<file path="config.mk">
export PLATFORM = sky130hd
export DESIGN_NAME = ima_top
export DESIGN_NICKNAME = d
export VERILOG_FILES = /design/src/ima_onewire.sv /design/src/ima_top.sv
export SDC_FILE = /design/constraint.sdc
export NUM_CORES = 1
export LEC_CHECK = 0
export BUFFER_PORTS_ARGS = -buffer_cell sky130_fd_sc_hd__buf_4
export CAP_MARGIN = 20
export CORE_MARGIN = 8
export CORE_UTILIZATION = 25
export CTS_BUF_LIST = sky130_fd_sc_hd__clkbuf_2
export CTS_CLUSTER_SIZE = 8
export DETAILED_ROUTE_END_ITERATION = 8
export PLACE_DENSITY = 0.48
export SLEW_MARGIN = 10
export SYNTH_ARGS = -nofsm -noshare
export SYNTH_HDL_FRONTEND = slang
export SYNTH_SLANG_ARGS = --single-unit
</file>
<file path="constraint.sdc">
create_clock -name I_MCLK -period 5.35 [get_ports I_MCLK]
set_input_delay 0.535 -clock I_MCLK [delete_from_list [all_inputs] [get_ports I_MCLK]]
set_output_delay 0.535 -clock I_MCLK [all_outputs]
set_load 0.02 [all_outputs]
</file>
<file path="src/ima_onewire.sv">
// Shared constants and the single-wire bit slot engine
`timescale 1ns/10ps
package ima_pkg;
    // ****************************************
    // Clock and bus timing
    // ****************************************
    localparam int unsigned CLK_PERIOD_NS = 8;
    localparam int unsigned T_RSTL_NS     = 480000;
    localparam int unsigned T_PDS_NS      = 70000;
    localparam int unsigned T_RSTH_NS     = 480000;
    localparam int unsigned T_SLOT_NS     = 65000;
    localparam int unsigned T_LOW1_NS     = 6000;
    localparam int unsigned T_LOW0_NS     = 60000;
    localparam int unsigned T_RDS_NS      = 12000;
    localparam int unsigned RSTL_CYC =
        (T_RSTL_NS + CLK_PERIOD_NS - 1) / CLK_PERIOD_NS;
    localparam int unsigned PDS_CYC =
        (T_PDS_NS + CLK_PERIOD_NS - 1) / CLK_PERIOD_NS;
    localparam int unsigned RSTH_CYC =
        (T_RSTH_NS + CLK_PERIOD_NS - 1) / CLK_PERIOD_NS;
    localparam int unsigned SLOT_CYC =
        (T_SLOT_NS + CLK_PERIOD_NS - 1) / CLK_PERIOD_NS;
    localparam int unsigned LOW1_CYC =
        (T_LOW1_NS + CLK_PERIOD_NS - 1) / CLK_PERIOD_NS;
    localparam int unsigned LOW0_CYC =
        (T_LOW0_NS + CLK_PERIOD_NS - 1) / CLK_PERIOD_NS;
    localparam int unsigned RDS_CYC =
        (T_RDS_NS + CLK_PERIOD_NS - 1) / CLK_PERIOD_NS;
    localparam int unsigned CNT_W = 17;
    // ****************************************
    // Bit engine operations
    // ****************************************
    localparam logic [1:0] OP_RESET = 2'h0;
    localparam logic [1:0] OP_WRITE = 2'h1;
    localparam logic [1:0] OP_READ  = 2'h2;
    // ****************************************
    // Command modes and page limits
    // ****************************************
    localparam logic [15:0] MODE_MOT_RD  = 16'h0000;
    localparam logic [15:0] MODE_MOT_WR  = 16'h0001;
    localparam logic [15:0] MODE_MOT_SN  = 16'h0002;
    localparam logic [15:0] MODE_AUX_RD  = 16'h0003;
    localparam logic [15:0] MODE_AUX_WR  = 16'h0004;
    localparam logic [15:0] MODE_AUX_SN  = 16'h0005;
    localparam logic [15:0] MOT_PAGES    = 16'h0010;
    localparam logic [15:0] MOT_USER_LO  = 16'h000E;
    localparam logic [15:0] AUX_PAGES    = 16'h0040;
    localparam logic [15:0] REG_MIN      = 16'h000B;
    localparam logic [15:0] REG_MAX      = 16'h00C6;
    localparam int unsigned PAGE_BITS    = 64;
    localparam int unsigned PAGE_BYTE_SH = 3;
    // ****************************************
    // Memory chip command bytes
    // ****************************************
    localparam logic [7:0] CMD_SKIP_ROM = 8'h0CC;
    localparam logic [7:0] CMD_READ_ROM = 8'h033;
    localparam logic [7:0] CMD_WR_SCR   = 8'h00F;
    localparam logic [7:0] CMD_COPY_SCR = 8'h055;
    localparam logic [7:0] CMD_READ_MEM = 8'h0F0;
    localparam logic [3:0] HDR_LEN      = 4'h4;
    localparam logic [3:0] WR_LEN       = 4'hC;
    localparam logic [3:0] SN_LEN       = 4'h1;
    localparam logic [5:0] LAST_BIT     = 6'h3F;
    localparam logic [2:0] BYTE_LAST    = 3'h7;
    // ****************************************
    // Types
    // ****************************************
    typedef enum logic [2:0] {ST_IDLE, ST_RESET, ST_TX, ST_RX} ima_st_t;
    typedef enum logic [1:0] {K_WR, K_CP, K_RD, K_SN} ima_kind_t;
endpackage : ima_pkg

module ima_onewire #(
    parameter int unsigned RSTL_CYC = ima_pkg::RSTL_CYC,
    parameter int unsigned PDS_CYC  = ima_pkg::PDS_CYC,
    parameter int unsigned RSTH_CYC = ima_pkg::RSTH_CYC,
    parameter int unsigned SLOT_CYC = ima_pkg::SLOT_CYC,
    parameter int unsigned LOW1_CYC = ima_pkg::LOW1_CYC,
    parameter int unsigned LOW0_CYC = ima_pkg::LOW0_CYC,
    parameter int unsigned RDS_CYC  = ima_pkg::RDS_CYC
) (
    input  wire logic       i_clk,
    input  wire logic       i_rst,
    input  wire logic       i_go,
    input  wire logic [1:0] i_op,
    input  wire logic       i_bit,
    input  wire logic       i_dq_in,
    output logic            o_done,
    output logic            o_bit,
    output logic            o_dq_out,
    output logic            o_dq_oe
);
    localparam int unsigned W = ima_pkg::CNT_W;
    localparam logic [W-1:0] L_RSTL = W'(RSTL_CYC);
    localparam logic [W-1:0] L_PDS  = W'(RSTL_CYC + PDS_CYC);
    localparam logic [W-1:0] L_REND = W'(RSTL_CYC + RSTH_CYC);
    localparam logic [W-1:0] L_SLOT = W'(SLOT_CYC);
    localparam logic [W-1:0] L_LOW1 = W'(LOW1_CYC);
    localparam logic [W-1:0] L_LOW0 = W'(LOW0_CYC);
    localparam logic [W-1:0] L_RDS  = W'(RDS_CYC);

    typedef struct packed {
        logic         busy;
        logic [1:0]   op;
        logic         wbit;
        logic [W-1:0] cnt;
        logic         done;
        logic         bit_q;
        logic         oe;
    } ima_ow_t;

    ima_ow_t q;
    ima_ow_t next_q;
    logic [W-1:0] low_len;
    logic [W-1:0] smp_at;
    logic [W-1:0] end_at;

    // ****************************************
    // Slot timing
    // ****************************************
    always_comb begin
        next_q      = q;
        next_q.done = 1'b0;
        low_len = (q.op == ima_pkg::OP_RESET) ? L_RSTL :
                  (q.op == ima_pkg::OP_WRITE && !q.wbit) ? L_LOW0 : L_LOW1;
        smp_at  = (q.op == ima_pkg::OP_RESET) ? L_PDS : L_RDS;
        end_at  = (q.op == ima_pkg::OP_RESET) ? L_REND : L_SLOT;
        if (!q.busy) begin
            next_q.oe = 1'b0;
            if (i_go) begin
                next_q.busy = 1'b1;
                next_q.op   = i_op;
                next_q.wbit = i_bit;
                next_q.cnt  = '0;
                next_q.oe   = 1'b1;
            end
        end else begin
            next_q.cnt = q.cnt + 1'b1;
            next_q.oe  = (next_q.cnt < low_len);
            if (q.cnt == smp_at) begin
                // Presence is low, read bit is line level
                next_q.bit_q = (q.op == ima_pkg::OP_RESET) ? !i_dq_in
                                                            : i_dq_in;
            end
            if (q.cnt == end_at) begin
                next_q.busy = 1'b0;
                next_q.done = 1'b1;
                next_q.oe   = 1'b0;
            end
        end
    end

    always_ff @(posedge i_clk) begin
        if (i_rst) begin
            q <= '0;
        end else begin
            q <= next_q;
        end
    end

    assign o_done   = q.done;
    assign o_bit    = q.bit_q;
    assign o_dq_out = 1'b0;
    assign o_dq_oe  = q.oe;
endmodule : ima_onewire

</file>
<file path="src/ima_top.sv">
// Page access command executor for single-wire identification memories
// What this block does
// - Auxiliary memory: 64 pages, each page moves exactly two registers.
// - Memory reached over one-wire link on the motor memory port.
// - Command with motor driver enabled is refused with sequence error.
// - Serial mode reads the fixed read-only 64-bit serial number.
// - Serial mode ignores the page argument.
// - No checksum added or checked on user pages.
// - Data read back twice; copy mismatch is a comm error.
// - Status: zero success, positive errors, negative no memory.
// - Motor modes 0,1,2; auxiliary modes 3,4,5: read, write, serial.
// - Motor pages 0 to 13 readable but never user-writable.
// - Motor user writes only to pages 14 and 15.
`timescale 1ns/10ps
module ima_top #(
    parameter int unsigned RSTL_CYC    = ima_pkg::RSTL_CYC,
    parameter int unsigned PDS_CYC     = ima_pkg::PDS_CYC,
    parameter int unsigned RSTH_CYC    = ima_pkg::RSTH_CYC,
    parameter int unsigned SLOT_CYC    = ima_pkg::SLOT_CYC,
    parameter int unsigned LOW1_CYC    = ima_pkg::LOW1_CYC,
    parameter int unsigned LOW0_CYC    = ima_pkg::LOW0_CYC,
    parameter int unsigned RDS_CYC     = ima_pkg::RDS_CYC,
    parameter logic [1:0]  READ_PASSES = 2'h2
) (
    input  wire logic        I_MCLK,
    input  wire logic        I_RST,
    input  wire logic        I_CMD_VALID,
    input  wire logic        I_CMD_AUX,
    input  wire logic [15:0] I_MODE,
    input  wire logic [15:0] I_REG,
    input  wire logic [15:0] I_PAGE,
    input  wire logic        I_DRIVER_EN,
    input  wire logic [31:0] I_WR_DATA0,
    input  wire logic [31:0] I_WR_DATA1,
    input  wire logic        I_DQ_IN,
    output logic             O_CMD_READY,
    output logic             O_BUSY,
    output logic             O_DONE,
    output logic             O_SEQ_ERROR,
    output logic             O_ISW_ZERO,
    output logic             O_ISW_POS,
    output logic             O_ISW_NEG,
    output logic [15:0]      O_RD_REG,
    output logic [31:0]      O_RD_DATA0,
    output logic [31:0]      O_RD_DATA1,
    output logic [63:0]      O_SERIAL,
    output logic             O_DQ_OUT,
    output logic             O_DQ_OE
);
    typedef struct packed {
        ima_pkg::ima_st_t   st;
        ima_pkg::ima_kind_t kind;
        logic [1:0]         pass;
        logic               wait_e;
        logic               wr;
        logic               err;
        logic [3:0]         tx_idx;
        logic [5:0]         bit_idx;
        logic [7:0]         sh;
        logic [15:0]        addr;
        logic [63:0]        wdata;
        logic [63:0]        rx;
        logic [63:0]        first;
        logic               done;
        logic               seqerr;
        logic               zero;
        logic               pos;
        logic               neg;
        logic [15:0]        rreg;
        logic [63:0]        rdata;
        logic [63:0]        serial;
    } ima_state_t;

    ima_state_t q;
    ima_state_t next_q;
    logic       e_go;
    logic [1:0] e_op;
    logic       e_done;
    logic       e_bit;
    logic       take;
    logic       is_rd;
    logic       is_wr;
    logic       is_sn;
    logic       page_ok;
    logic [63:0] rx_next;
    logic [3:0]  tx_len;
    logic [15:0] mode_base;

    function automatic logic [7:0] tx_byte(
        input ima_pkg::ima_kind_t kind,
        input logic [3:0]         idx,
        input logic [15:0]        addr,
        input logic [63:0]        wdata
    );
        logic [7:0] b;
        b = ima_pkg::CMD_SKIP_ROM;
        if (kind == ima_pkg::K_SN) begin
            b = ima_pkg::CMD_READ_ROM;
        end else if (idx == 4'h1) begin
            b = (kind == ima_pkg::K_WR) ? ima_pkg::CMD_WR_SCR :
                (kind == ima_pkg::K_CP) ? ima_pkg::CMD_COPY_SCR :
                                          ima_pkg::CMD_READ_MEM;
        end else if (idx == 4'h2) begin
            b = addr[7:0];
        end else if (idx == 4'h3) begin
            b = addr[15:8];
        end else if (idx >= ima_pkg::HDR_LEN) begin
            b = wdata[8*(3'(idx - ima_pkg::HDR_LEN)) +: 8];
        end
        return b;
    endfunction : tx_byte

    // ****************************************
    // Command decode
    // ****************************************
    assign take      = I_CMD_VALID && (q.st == ima_pkg::ST_IDLE);
    assign mode_base = I_CMD_AUX ? ima_pkg::MODE_AUX_RD : ima_pkg::MODE_MOT_RD;
    assign is_rd     = (I_MODE == mode_base);
    assign is_wr     = (I_MODE == mode_base + ima_pkg::MODE_MOT_WR);
    assign is_sn     = (I_MODE == mode_base + ima_pkg::MODE_MOT_SN);
    assign page_ok   = I_CMD_AUX ? (I_PAGE < ima_pkg::AUX_PAGES) :
                       (I_PAGE < ima_pkg::MOT_PAGES) &&
                       (!is_wr || I_PAGE >= ima_pkg::MOT_USER_LO);
    assign rx_next   = {e_bit, q.rx[63:1]};
    assign tx_len    = (q.kind == ima_pkg::K_WR) ? ima_pkg::WR_LEN :
                       (q.kind == ima_pkg::K_SN) ? ima_pkg::SN_LEN :
                                                   ima_pkg::HDR_LEN;
    assign e_go      = (q.st != ima_pkg::ST_IDLE) && !q.wait_e;
    assign e_op      = (q.st == ima_pkg::ST_RESET) ? ima_pkg::OP_RESET :
                       (q.st == ima_pkg::ST_TX) ? ima_pkg::OP_WRITE :
                                                   ima_pkg::OP_READ;

    // ****************************************
    // Sequencer
    // ****************************************
    always_comb begin
        next_q        = q;
        next_q.done   = 1'b0;
        next_q.seqerr = 1'b0;
        if (e_go) begin
            next_q.wait_e = 1'b1;
        end
        if (e_done) begin
            next_q.wait_e = 1'b0;
        end
        case (q.st)
            ima_pkg::ST_IDLE: begin
                if (take) begin
                    if (I_DRIVER_EN) begin
                        next_q.seqerr = 1'b1;
                    end else if (!(is_rd || is_wr || is_sn) ||
                                 (!is_sn && !page_ok) ||
                                 I_REG < ima_pkg::REG_MIN ||
                                 I_REG > ima_pkg::REG_MAX) begin
                        next_q.done = 1'b1;
                        next_q.zero = 1'b0;
                        next_q.pos  = 1'b1;
                        next_q.neg  = 1'b0;
                    end else begin
                        next_q.kind = is_sn ? ima_pkg::K_SN :
                                      is_wr ? ima_pkg::K_WR : ima_pkg::K_RD;
                        next_q.wr    = is_wr;
                        next_q.err   = 1'b0;
                        next_q.pass  = '0;
                        next_q.rreg  = I_REG;
                        next_q.addr  = I_PAGE << ima_pkg::PAGE_BYTE_SH;
                        next_q.wdata = {I_WR_DATA1, I_WR_DATA0};
                        next_q.st    = ima_pkg::ST_RESET;
                    end
                end
            end
            ima_pkg::ST_RESET: begin
                if (e_done) begin
                    if (!e_bit) begin
                        next_q.st   = ima_pkg::ST_IDLE;
                        next_q.done = 1'b1;
                        next_q.zero = 1'b0;
                        next_q.pos  = 1'b0;
                        next_q.neg  = 1'b1;
                    end else begin
                        next_q.st      = ima_pkg::ST_TX;
                        next_q.tx_idx  = '0;
                        next_q.bit_idx = '0;
                        next_q.sh = tx_byte(q.kind, 4'h0, q.addr, q.wdata);
                    end
                end
            end
            ima_pkg::ST_TX: begin
                if (e_done) begin
                    next_q.sh      = q.sh >> 1;
                    next_q.bit_idx = q.bit_idx + 1'b1;
                    if (q.bit_idx[2:0] == ima_pkg::BYTE_LAST) begin
                        next_q.bit_idx = '0;
                        next_q.tx_idx  = q.tx_idx + 1'b1;
                        next_q.sh = tx_byte(q.kind, q.tx_idx + 1'b1,
                                            q.addr, q.wdata);
                        if (q.tx_idx + 1'b1 == tx_len) begin
                            if (q.kind == ima_pkg::K_WR) begin
                                next_q.kind = ima_pkg::K_CP;
                                next_q.st   = ima_pkg::ST_RESET;
                            end else if (q.kind == ima_pkg::K_CP) begin
                                next_q.kind = ima_pkg::K_RD;
                                next_q.st   = ima_pkg::ST_RESET;
                            end else begin
                                next_q.st = ima_pkg::ST_RX;
                            end
                        end
                    end
                end
            end
            ima_pkg::ST_RX: begin
                if (e_done) begin
                    next_q.rx      = rx_next;
                    next_q.bit_idx = q.bit_idx + 1'b1;
                    if (q.bit_idx == ima_pkg::LAST_BIT) begin
                        next_q.pass = q.pass + 1'b1;
                        if (q.pass == '0) begin
                            next_q.first = rx_next;
                        end else if (q.first != rx_next) begin
                            next_q.err = 1'b1;
                        end
                        if (q.wr && rx_next != q.wdata) begin
                            next_q.err = 1'b1;
                        end
                        if (q.pass + 1'b1 == READ_PASSES) begin
                            next_q.st   = ima_pkg::ST_IDLE;
                            next_q.done = 1'b1;
                            next_q.neg  = 1'b0;
                            next_q.zero = !next_q.err;
                            next_q.pos  = next_q.err;
                            if (!next_q.err && q.kind == ima_pkg::K_SN) begin
                                next_q.serial = rx_next;
                            end else if (!next_q.err) begin
                                next_q.rdata = rx_next;
                            end
                        end else begin
                            next_q.st = ima_pkg::ST_RESET;
                        end
                    end
                end
            end
            default: begin
                next_q = '0;
            end
        endcase
    end

    always_ff @(posedge I_MCLK) begin
        if (I_RST) begin
            q <= '0;
        end else begin
            q <= next_q;
        end
    end

    // ****************************************
    // Line engine
    // ****************************************
    // One-wire link to the memory
    ima_onewire #(
        .RSTL_CYC (RSTL_CYC),
        .PDS_CYC  (PDS_CYC),
        .RSTH_CYC (RSTH_CYC),
        .SLOT_CYC (SLOT_CYC),
        .LOW1_CYC (LOW1_CYC),
        .LOW0_CYC (LOW0_CYC),
        .RDS_CYC  (RDS_CYC)
    ) u_line (
        .i_clk    (I_MCLK),
        .i_rst    (I_RST),
        .i_go     (e_go),
        .i_op     (e_op),
        .i_bit    (q.sh[0]),
        .i_dq_in  (I_DQ_IN),
        .o_done   (e_done),
        .o_bit    (e_bit),
        .o_dq_out (O_DQ_OUT),
        .o_dq_oe  (O_DQ_OE)
    );

    assign O_CMD_READY = (q.st == ima_pkg::ST_IDLE);
    assign O_BUSY      = (q.st != ima_pkg::ST_IDLE);
    assign O_DONE      = q.done;
    assign O_SEQ_ERROR = q.seqerr;
    assign O_ISW_ZERO  = q.zero;
    assign O_ISW_POS   = q.pos;
    assign O_ISW_NEG   = q.neg;
    assign O_RD_REG    = q.rreg;
    assign O_RD_DATA0  = q.rdata[31:0];
    assign O_RD_DATA1  = q.rdata[63:32];
    assign O_SERIAL    = q.serial;
endmodule : ima_top

</file>
* Word level (Yosys, flattened, before mapping)
Cells that the tools add are included.
** Storage, ports and cells
- Output and inout bits :: 153
- Bits in registers :: 409
** Operators by class
- Eq/ne operators :: 38
- Muxes and demuxes :: 102
- Shift operators :: 1
- $lt $le $gt $ge :: 7
- Bitwise logic cells :: 10
- Reduce and logical (&&, ||, !) cells :: 50
- Add/sub/neg operators :: 7
** Operator list (number)
- 128-bit case mux with 2 select lines :: 2
- 128-bit two-way mux :: 3
- 64-bit two-way mux :: 4
- 80-bit two-way mux :: 3
- 80-bit case mux with 2 select lines :: 1
- 129-bit two-way mux :: 1
- 64-bit != test :: 2
- 18-bit two-way mux :: 4
- 17-bit two-way mux :: 4
- 65-bit two-way mux :: 1
- 8-bit two-way mux :: 8
- 64-bit by 7-bit variable part select with 8-bit output :: 1
- 21-bit two-way mux :: 2
- 17-bit equality test :: 2
- 16-bit by 3-bit equality test with 1-bit output :: 2
- 16-bit case mux with 2 select lines :: 1
- 3-bit two-way mux :: 10
- 2-bit two-way mux :: 13
- 3-bit case mux with 4 select lines :: 2
- 6-bit case mux with 4 select lines :: 1
- 8-bit case mux with 3 select lines :: 1
- 1-bit two-way mux :: 23
- 7-bit two-way mux :: 3
- 5-bit two-way mux :: 4
- 53 further kinds :: 117

* Longest topological paths before layout
- Word-level depth :: 16
- Depth in mapped cells :: 15
- Mapped depth without buffers :: 14

* Hierarchy
Synthesis repeated with hierarchy kept, for this count alone.
** Unflattened totals
- Cell total of the unflattened synthesis :: 2336
- Area, all modules :: 20243.2 um2
** By module, submodules not included
- ima_top :: area each 18467.7 um2, cells an instance 2108, instances 1
- ima_onewire :: area each 1775.5 um2, cells an instance 228, instances 1

* Worst setup path after synthesis
OpenSTA, ideal clock, no wires.
- Kind :: reg2reg
- Start point :: register q[371] (netlist name)
- End point :: register q[364] (netlist name)
- Buffers on the path :: 4
- Clock period less this slack :: 3.230 ns
- Path slack :: 2.120 ns
- Arrival time :: 3.102 ns
- Required time :: 5.222 ns
- Stages on the path, launching flop included :: 12
- Cells stage by stage :: dfxtp_1 buf_2 clkbuf_1 inv_1 ha_1 buf_2 buf_1 mux4_2 a211oi_1 o21ai_0 a31oi_1 o32ai_1
** Between the ends
- Cells in the longest elaborated chain, start to end :: 11
** Ends and longest elaborated chain
- from (decl) :: line ima_top.sv:74 : ima_state_t q;
- from (signal assigned) :: line ima_top.sv:252 : q <= next_q;
- 4-bit by 1-bit adder with 4-bit output (*) :: line ima_top.sv:195 : next_q.sh = tx_byte(q.kind, q.tx_idx + 1'b1,
- 3-bit subtractor :: line ima_top.sv:108 : b = wdata[8*(3'(idx - ima_pkg::HDR_LEN)) +: 8];
- 64-bit by 7-bit variable part select with 8-bit output :: line ima_top.sv:108
- 8-bit two-way mux :: line ima_top.sv:107 : end else if (idx >= ima_pkg::HDR_LEN) begin
- 8-bit two-way mux :: line ima_top.sv:105 : end else if (idx == 4'h3) begin
- 8-bit two-way mux :: line ima_top.sv:103 : end else if (idx == 4'h2) begin
- 8-bit two-way mux (*) :: line ima_top.sv:99 : end else if (idx == 4'h1) begin
- 8-bit two-way mux (*) :: line ima_top.sv:97 : if (kind == ima_pkg::K_SN) begin
- 18-bit two-way mux (*) :: line ima_top.sv:192 : if (q.bit_idx[2:0] == ima_pkg::BYTE_LAST) begin
- 18-bit two-way mux (*) :: line ima_top.sv:189 : if (e_done) begin
- 8-bit case mux with 3 select lines (*) :: line ima_top.sv:146 : case (q.st)
Mark *: on every way between the ends. The rest lies on a longest branch, timed or not. The select of a mux whose other input is x is not followed.
A chain may end at the register's enable or synchronous reset.

* Final worst setup path
- Start point :: input I_MODE[4]
- End point :: register q, in the netlist O_RD_REG[3]
** Between the ends
- Cells in the longest elaborated chain, start to end :: 12
** Ends and longest elaborated chain
- from (decl) :: line ima_top.sv:29 : input wire logic [15:0] I_MODE,
- 16-bit by 3-bit equality test with 1-bit output :: line ima_top.sv:119 : assign is_wr = (I_MODE == mode_base + ima_pkg::MODE_MOT_WR);
- 1-bit zero test :: line ima_top.sv:123 : (!is_wr || I_PAGE >= ima_pkg::MOT_USER_LO);
- 1-bit logical OR :: line ima_top.sv:123
- 1-bit logical AND :: line ima_top.sv:122 : (I_PAGE < ima_pkg::MOT_PAGES) &&
- 1-bit two-way mux :: line ima_top.sv:121 : assign page_ok = I_CMD_AUX ? (I_PAGE < ima_pkg::AUX_PAGES) :
- 1-bit zero test :: line ima_top.sv:152 : (!is_sn && !page_ok) ||
- 1-bit logical AND :: line ima_top.sv:152
- 1-bit logical OR (*) :: line ima_top.sv:151 : end else if (!(is_rd || is_wr || is_sn) ||
- 1-bit logical OR (*) :: line ima_top.sv:152
- 1-bit logical OR (*) :: line ima_top.sv:153 : I_REG < ima_pkg::REG_MIN ||
- 2-bit != test (no line) (*)
- 4-bit AND reduction (no line) (*)
Mark *: on every way between the ends. The rest lies on a longest branch, timed or not.

==> run summary <==
Die X: 301 um
Status: finished clean
Fmax: 254 MHz
Clk root buf: clkbuf_2
Fin cells: 3683
CTS tree: yes
Global Route Usage Sum: 15.0%
Share of Yosys cell area claimed by the top area cell type: 39.8%
Floorplan row count: 104
Psw: 1.53 mW
Cell Area, Synth: 0.0203 mm2
Detailed Route WL: 70600 um
Post-synth EDFFs: 0
Worst-path cell chain: dlygate4sd3_1 -> buf_4 -> nor4_1 -> dlygate4sd3_1 -> nand3_1 -> or4_1 -> o41a_1 -> nor2b_4 -> buf_4 -> nand3_1 -> dlygate4sd3_1 -> a21oi_1
CP top delay family: buffers and inverters
Sw Ratio: 27.7%
RSZ-0062 raised after global routing: false
Inst Count DP: 3321
Post-Route M1 WL: 31500 um
Max-slew violations: 0
Residual DRC: 0
Synth top area cells: dfxtp_1 40%, mux2i_1 6.8%, nand2_1 6.1%, buf_4 5.7%, xnor2_1 5.6%
Data required time of the worst path: 6430 ps
Yosys cell types: 67
Die Ht: 301 um
Met3 wire len: 4630 um
Sequential power share: 54.4%
Syn-to-layout area delta: 19.4%
Core area: 0.0804 mm2
H-tree Lvls: 3
Post-cts resize count: 0
Maximum root-to-sink buffer count: 3
Port-buffer cells: 269
Synth async-reset ratio: 0%
# setup viols final: 0
Ys flop type: dfxtp_1
Pre-CTS setup slack: 1630 ps
Gpl congestion: 0.892
DRT antenna net count: 0
WP data arrival: 5020 ps
First-pass DRT Iterations: 5
Initial DRC count: 1293
Total power: 5.53 mW
Inserted Clock Buffers: 113
Routed WL per cell: 19.2 um
Crit path buf inv count: 5
Clk pwr share: 41.1%
Hold Path Class: primary input to flop
Comb power frac: 4.5%
Synth Instances: 2346
Critical path's largest stage delay: 700 ps
Vias per inst: 4.78
Largest area contributor in the netlist: dfxtp_1
Initial core utilization: 25.3%
Hold Vio Cnt, Final: 0
Clk_lat worst skew: 1310 ps
Layout cells sized above 1: 20.0%
Critical path peak fanout: 33
Worst-path clk slew: 110 ps
Vias: 17.6k
Leakage power: 8.98 nW
Largest net degree at the start of global routing: 132
Vias in the first global route: 17.8k
Skew final: 223 ps
Min cycle time layout: 3940 ps
Crit-path slowest cell: nor2b_4
Clock Sinks: 404
Crit start category: primary input
Worst IR Drop VDD: 0.113 mV
NumNets Final: 2680
Slew margin rel.: 30.1%
Post-synthesis sequential area ratio: 39.8%
I/O pin count: 271
Period utilization: 73.7%
Yosys reg bits: 404
Full die area: 0.0906 mm2
CP Class: primary input to flop
Syn Nets: 2492
Worst setup margin: 1410 ps
GR Overflow Total: 0
Initial antenna violation count: 3
Most used cell, CP: dlygate4sd3_1
YS warnings: 0
Int Power: 4.00 mW
Slew @ Worst Pin: 1040 ps
Top layer in use: met5
Mean Syn Cell Area: 8.66 um2
Post-layout util: 30.2%
Post-Route Setup TNS: 0 ps
Met2 WL: 32600 um
First-pass GRT wire length: 108000 um
P per Cell Area: 228 mW/mm2
Max cap viols: 0
HPWL Detailed: 50000 um
CP endpoint kind: flop
==> worst reg2reg max path, cell delays in order, from the launching register on <==
cell      delay (ps)
dfxtp_1          480
ha_4             700
clkinv_1         540
nor2_1           300
nand3b_1         180
or3b_4           500
buf_4            520
mux2i_1          270
==> power groups by stage <==
stage	clock network, mW	logic, mW	registers, mW
detailed placement	0	0.166	3.08
floorplan	0	0.0627	3.08
global placement	0	0.165	3.08
CTS	2.41	0.247	3.01
global route	2.57	0.265	3.01
finish	2.27	0.247	3.01
==> cell families after synthesis <==
kind of cell               synth area share, %
and+or+nand+nor                           20.3
xor gates and xnor gates                  7.00
DFF                                       39.8
adders and majority gates                 1.77
AOI/OAI and AO/OA                         10.6
buffers and inverters                     11.8
other                                   0.0185
muxes                                     8.64
==> flip-flops by register name, summed over array words and instances, names as in the netlist <==
| signal | count |
|---|---|
| O_SEQ_ERROR | 1 |
| u_line.q | 21 |
| O_DONE | 1 |
| O_SERIAL | 64 |
| O_RD_DATA0 | 32 |
| O_ISW_NEG | 1 |
| u_line.o_bit | 1 |
| O_RD_DATA1 | 32 |
| u_line.o_done | 1 |
| u_line.o_dq_oe | 1 |
| O_ISW_ZERO | 1 |
| q | 231 |
| O_RD_REG | 16 |
| O_ISW_POS | 1 |
==> final timing paths <==
| kind | from | end | slack, ps | cells past startpoint |
|---|---|---|---|---|
| hold reg to reg | q[265]$_SDFFE_PP0P_ | q[200]$_SDFFE_PP0P_ | 460 | 2 |
| setup / recovery | I_MODE[4] | O_RD_REG[3]$_SDFFE_PP0P_ | 1410 | 12 |
| hold / removal | I_WR_DATA1[11] | q[320]$_SDFFE_PP0P_ | 230 | 4 |
| setup reg to reg | q[383]$_SDFFE_PP0P_ | O_RD_DATA1[25]$_SDFFE_PP0P_ | 1750 | 7 |
==> cell usage after synthesis (6+ instances only) <==
cell,number
ha_1,28
mux2i_1,137
nor3b_1,10
nor2_1,138
dfxtp_1,404
nand4_1,89
nor3_1,22
buf_12,6
inv_1,17
a22oi_1,20
a21oi_1,193
nand3_1,124
xnor2_2,12
xnor2_1,129
clkbuf_1,151
o21ai_0,26
mux4_2,16
nand3b_1,61
buf_2,33
nand2b_1,11
a32oi_1,49
clkbuf_2,11
and2_1,14
buf_6,23
a21o_1,13
or3_1,6
xor2_1,11
nor2b_1,13
buf_4,153
a31oi_1,7
nor4_1,18
nand2_1,329
==> area by class of cell <==
cell class | instances | area, um2
inverter | 19 | 71.3
fill | 8576 | 56200
multi-input combinational | 1541 | 9890
timing repair buffer | 455 | 3860
tap | 1060 | 1330
clock buffer | 165 | 826
antenna | 3 | 7.51
clock inverter | 36 | 184
sequential | 404 | 8090
==> cells in the final DEF, fill, tap and decap left out, drive strengths merged, types with 11 or more instances in the layout <==
cell | netlist | final
xnor2 | 141 | 141
buf | 220 | 297
xor2 | 11 | 11
a22oi | 20 | 20
nand4 | 89 | 89
nand2b | 11 | 11
nor2 | 138 | 138
nand2 | 329 | 329
dlygate4sd3 | 0 | 156
a21o | 13 | 13
and2 | 14 | 14
nand3 | 124 | 124
clkinv | 2 | 33
a32oi | 49 | 49
dfxtp | 404 | 404
nand3b | 61 | 61
mux4 | 16 | 16
nor3 | 22 | 22
nor4 | 19 | 19
ha | 28 | 28
nor2b | 13 | 13
clkbuf | 162 | 167
o21ai | 28 | 28
mux2i | 137 | 137
a21oi | 193 | 193
inv | 17 | 21
==> per-layer routing <==
metal,track usage [%],vias up
met4,5.17,2
met5,0,-
met2,24.2,605
met1,19.8,8454
met3,3.24,128
li1,-,8412
==> what timing repair did <==
action | 4_1_cts | 5_1_grt
buffers inserted | 0 | 0
hold endpoints to repair | 145 | 0
hold buffers | 156 | 0
==> metrics by stage <==
stage	hold WS, ps	instance area (um2)
2_1_floorplan	427	20300
3_3_place_gp	446	21600
3_5_place_dp	448	21600
4_1_cts	10.5	24200
5_1_grt	102	24200
6_report	226	24300
Power figures use the tool's default switching activity.
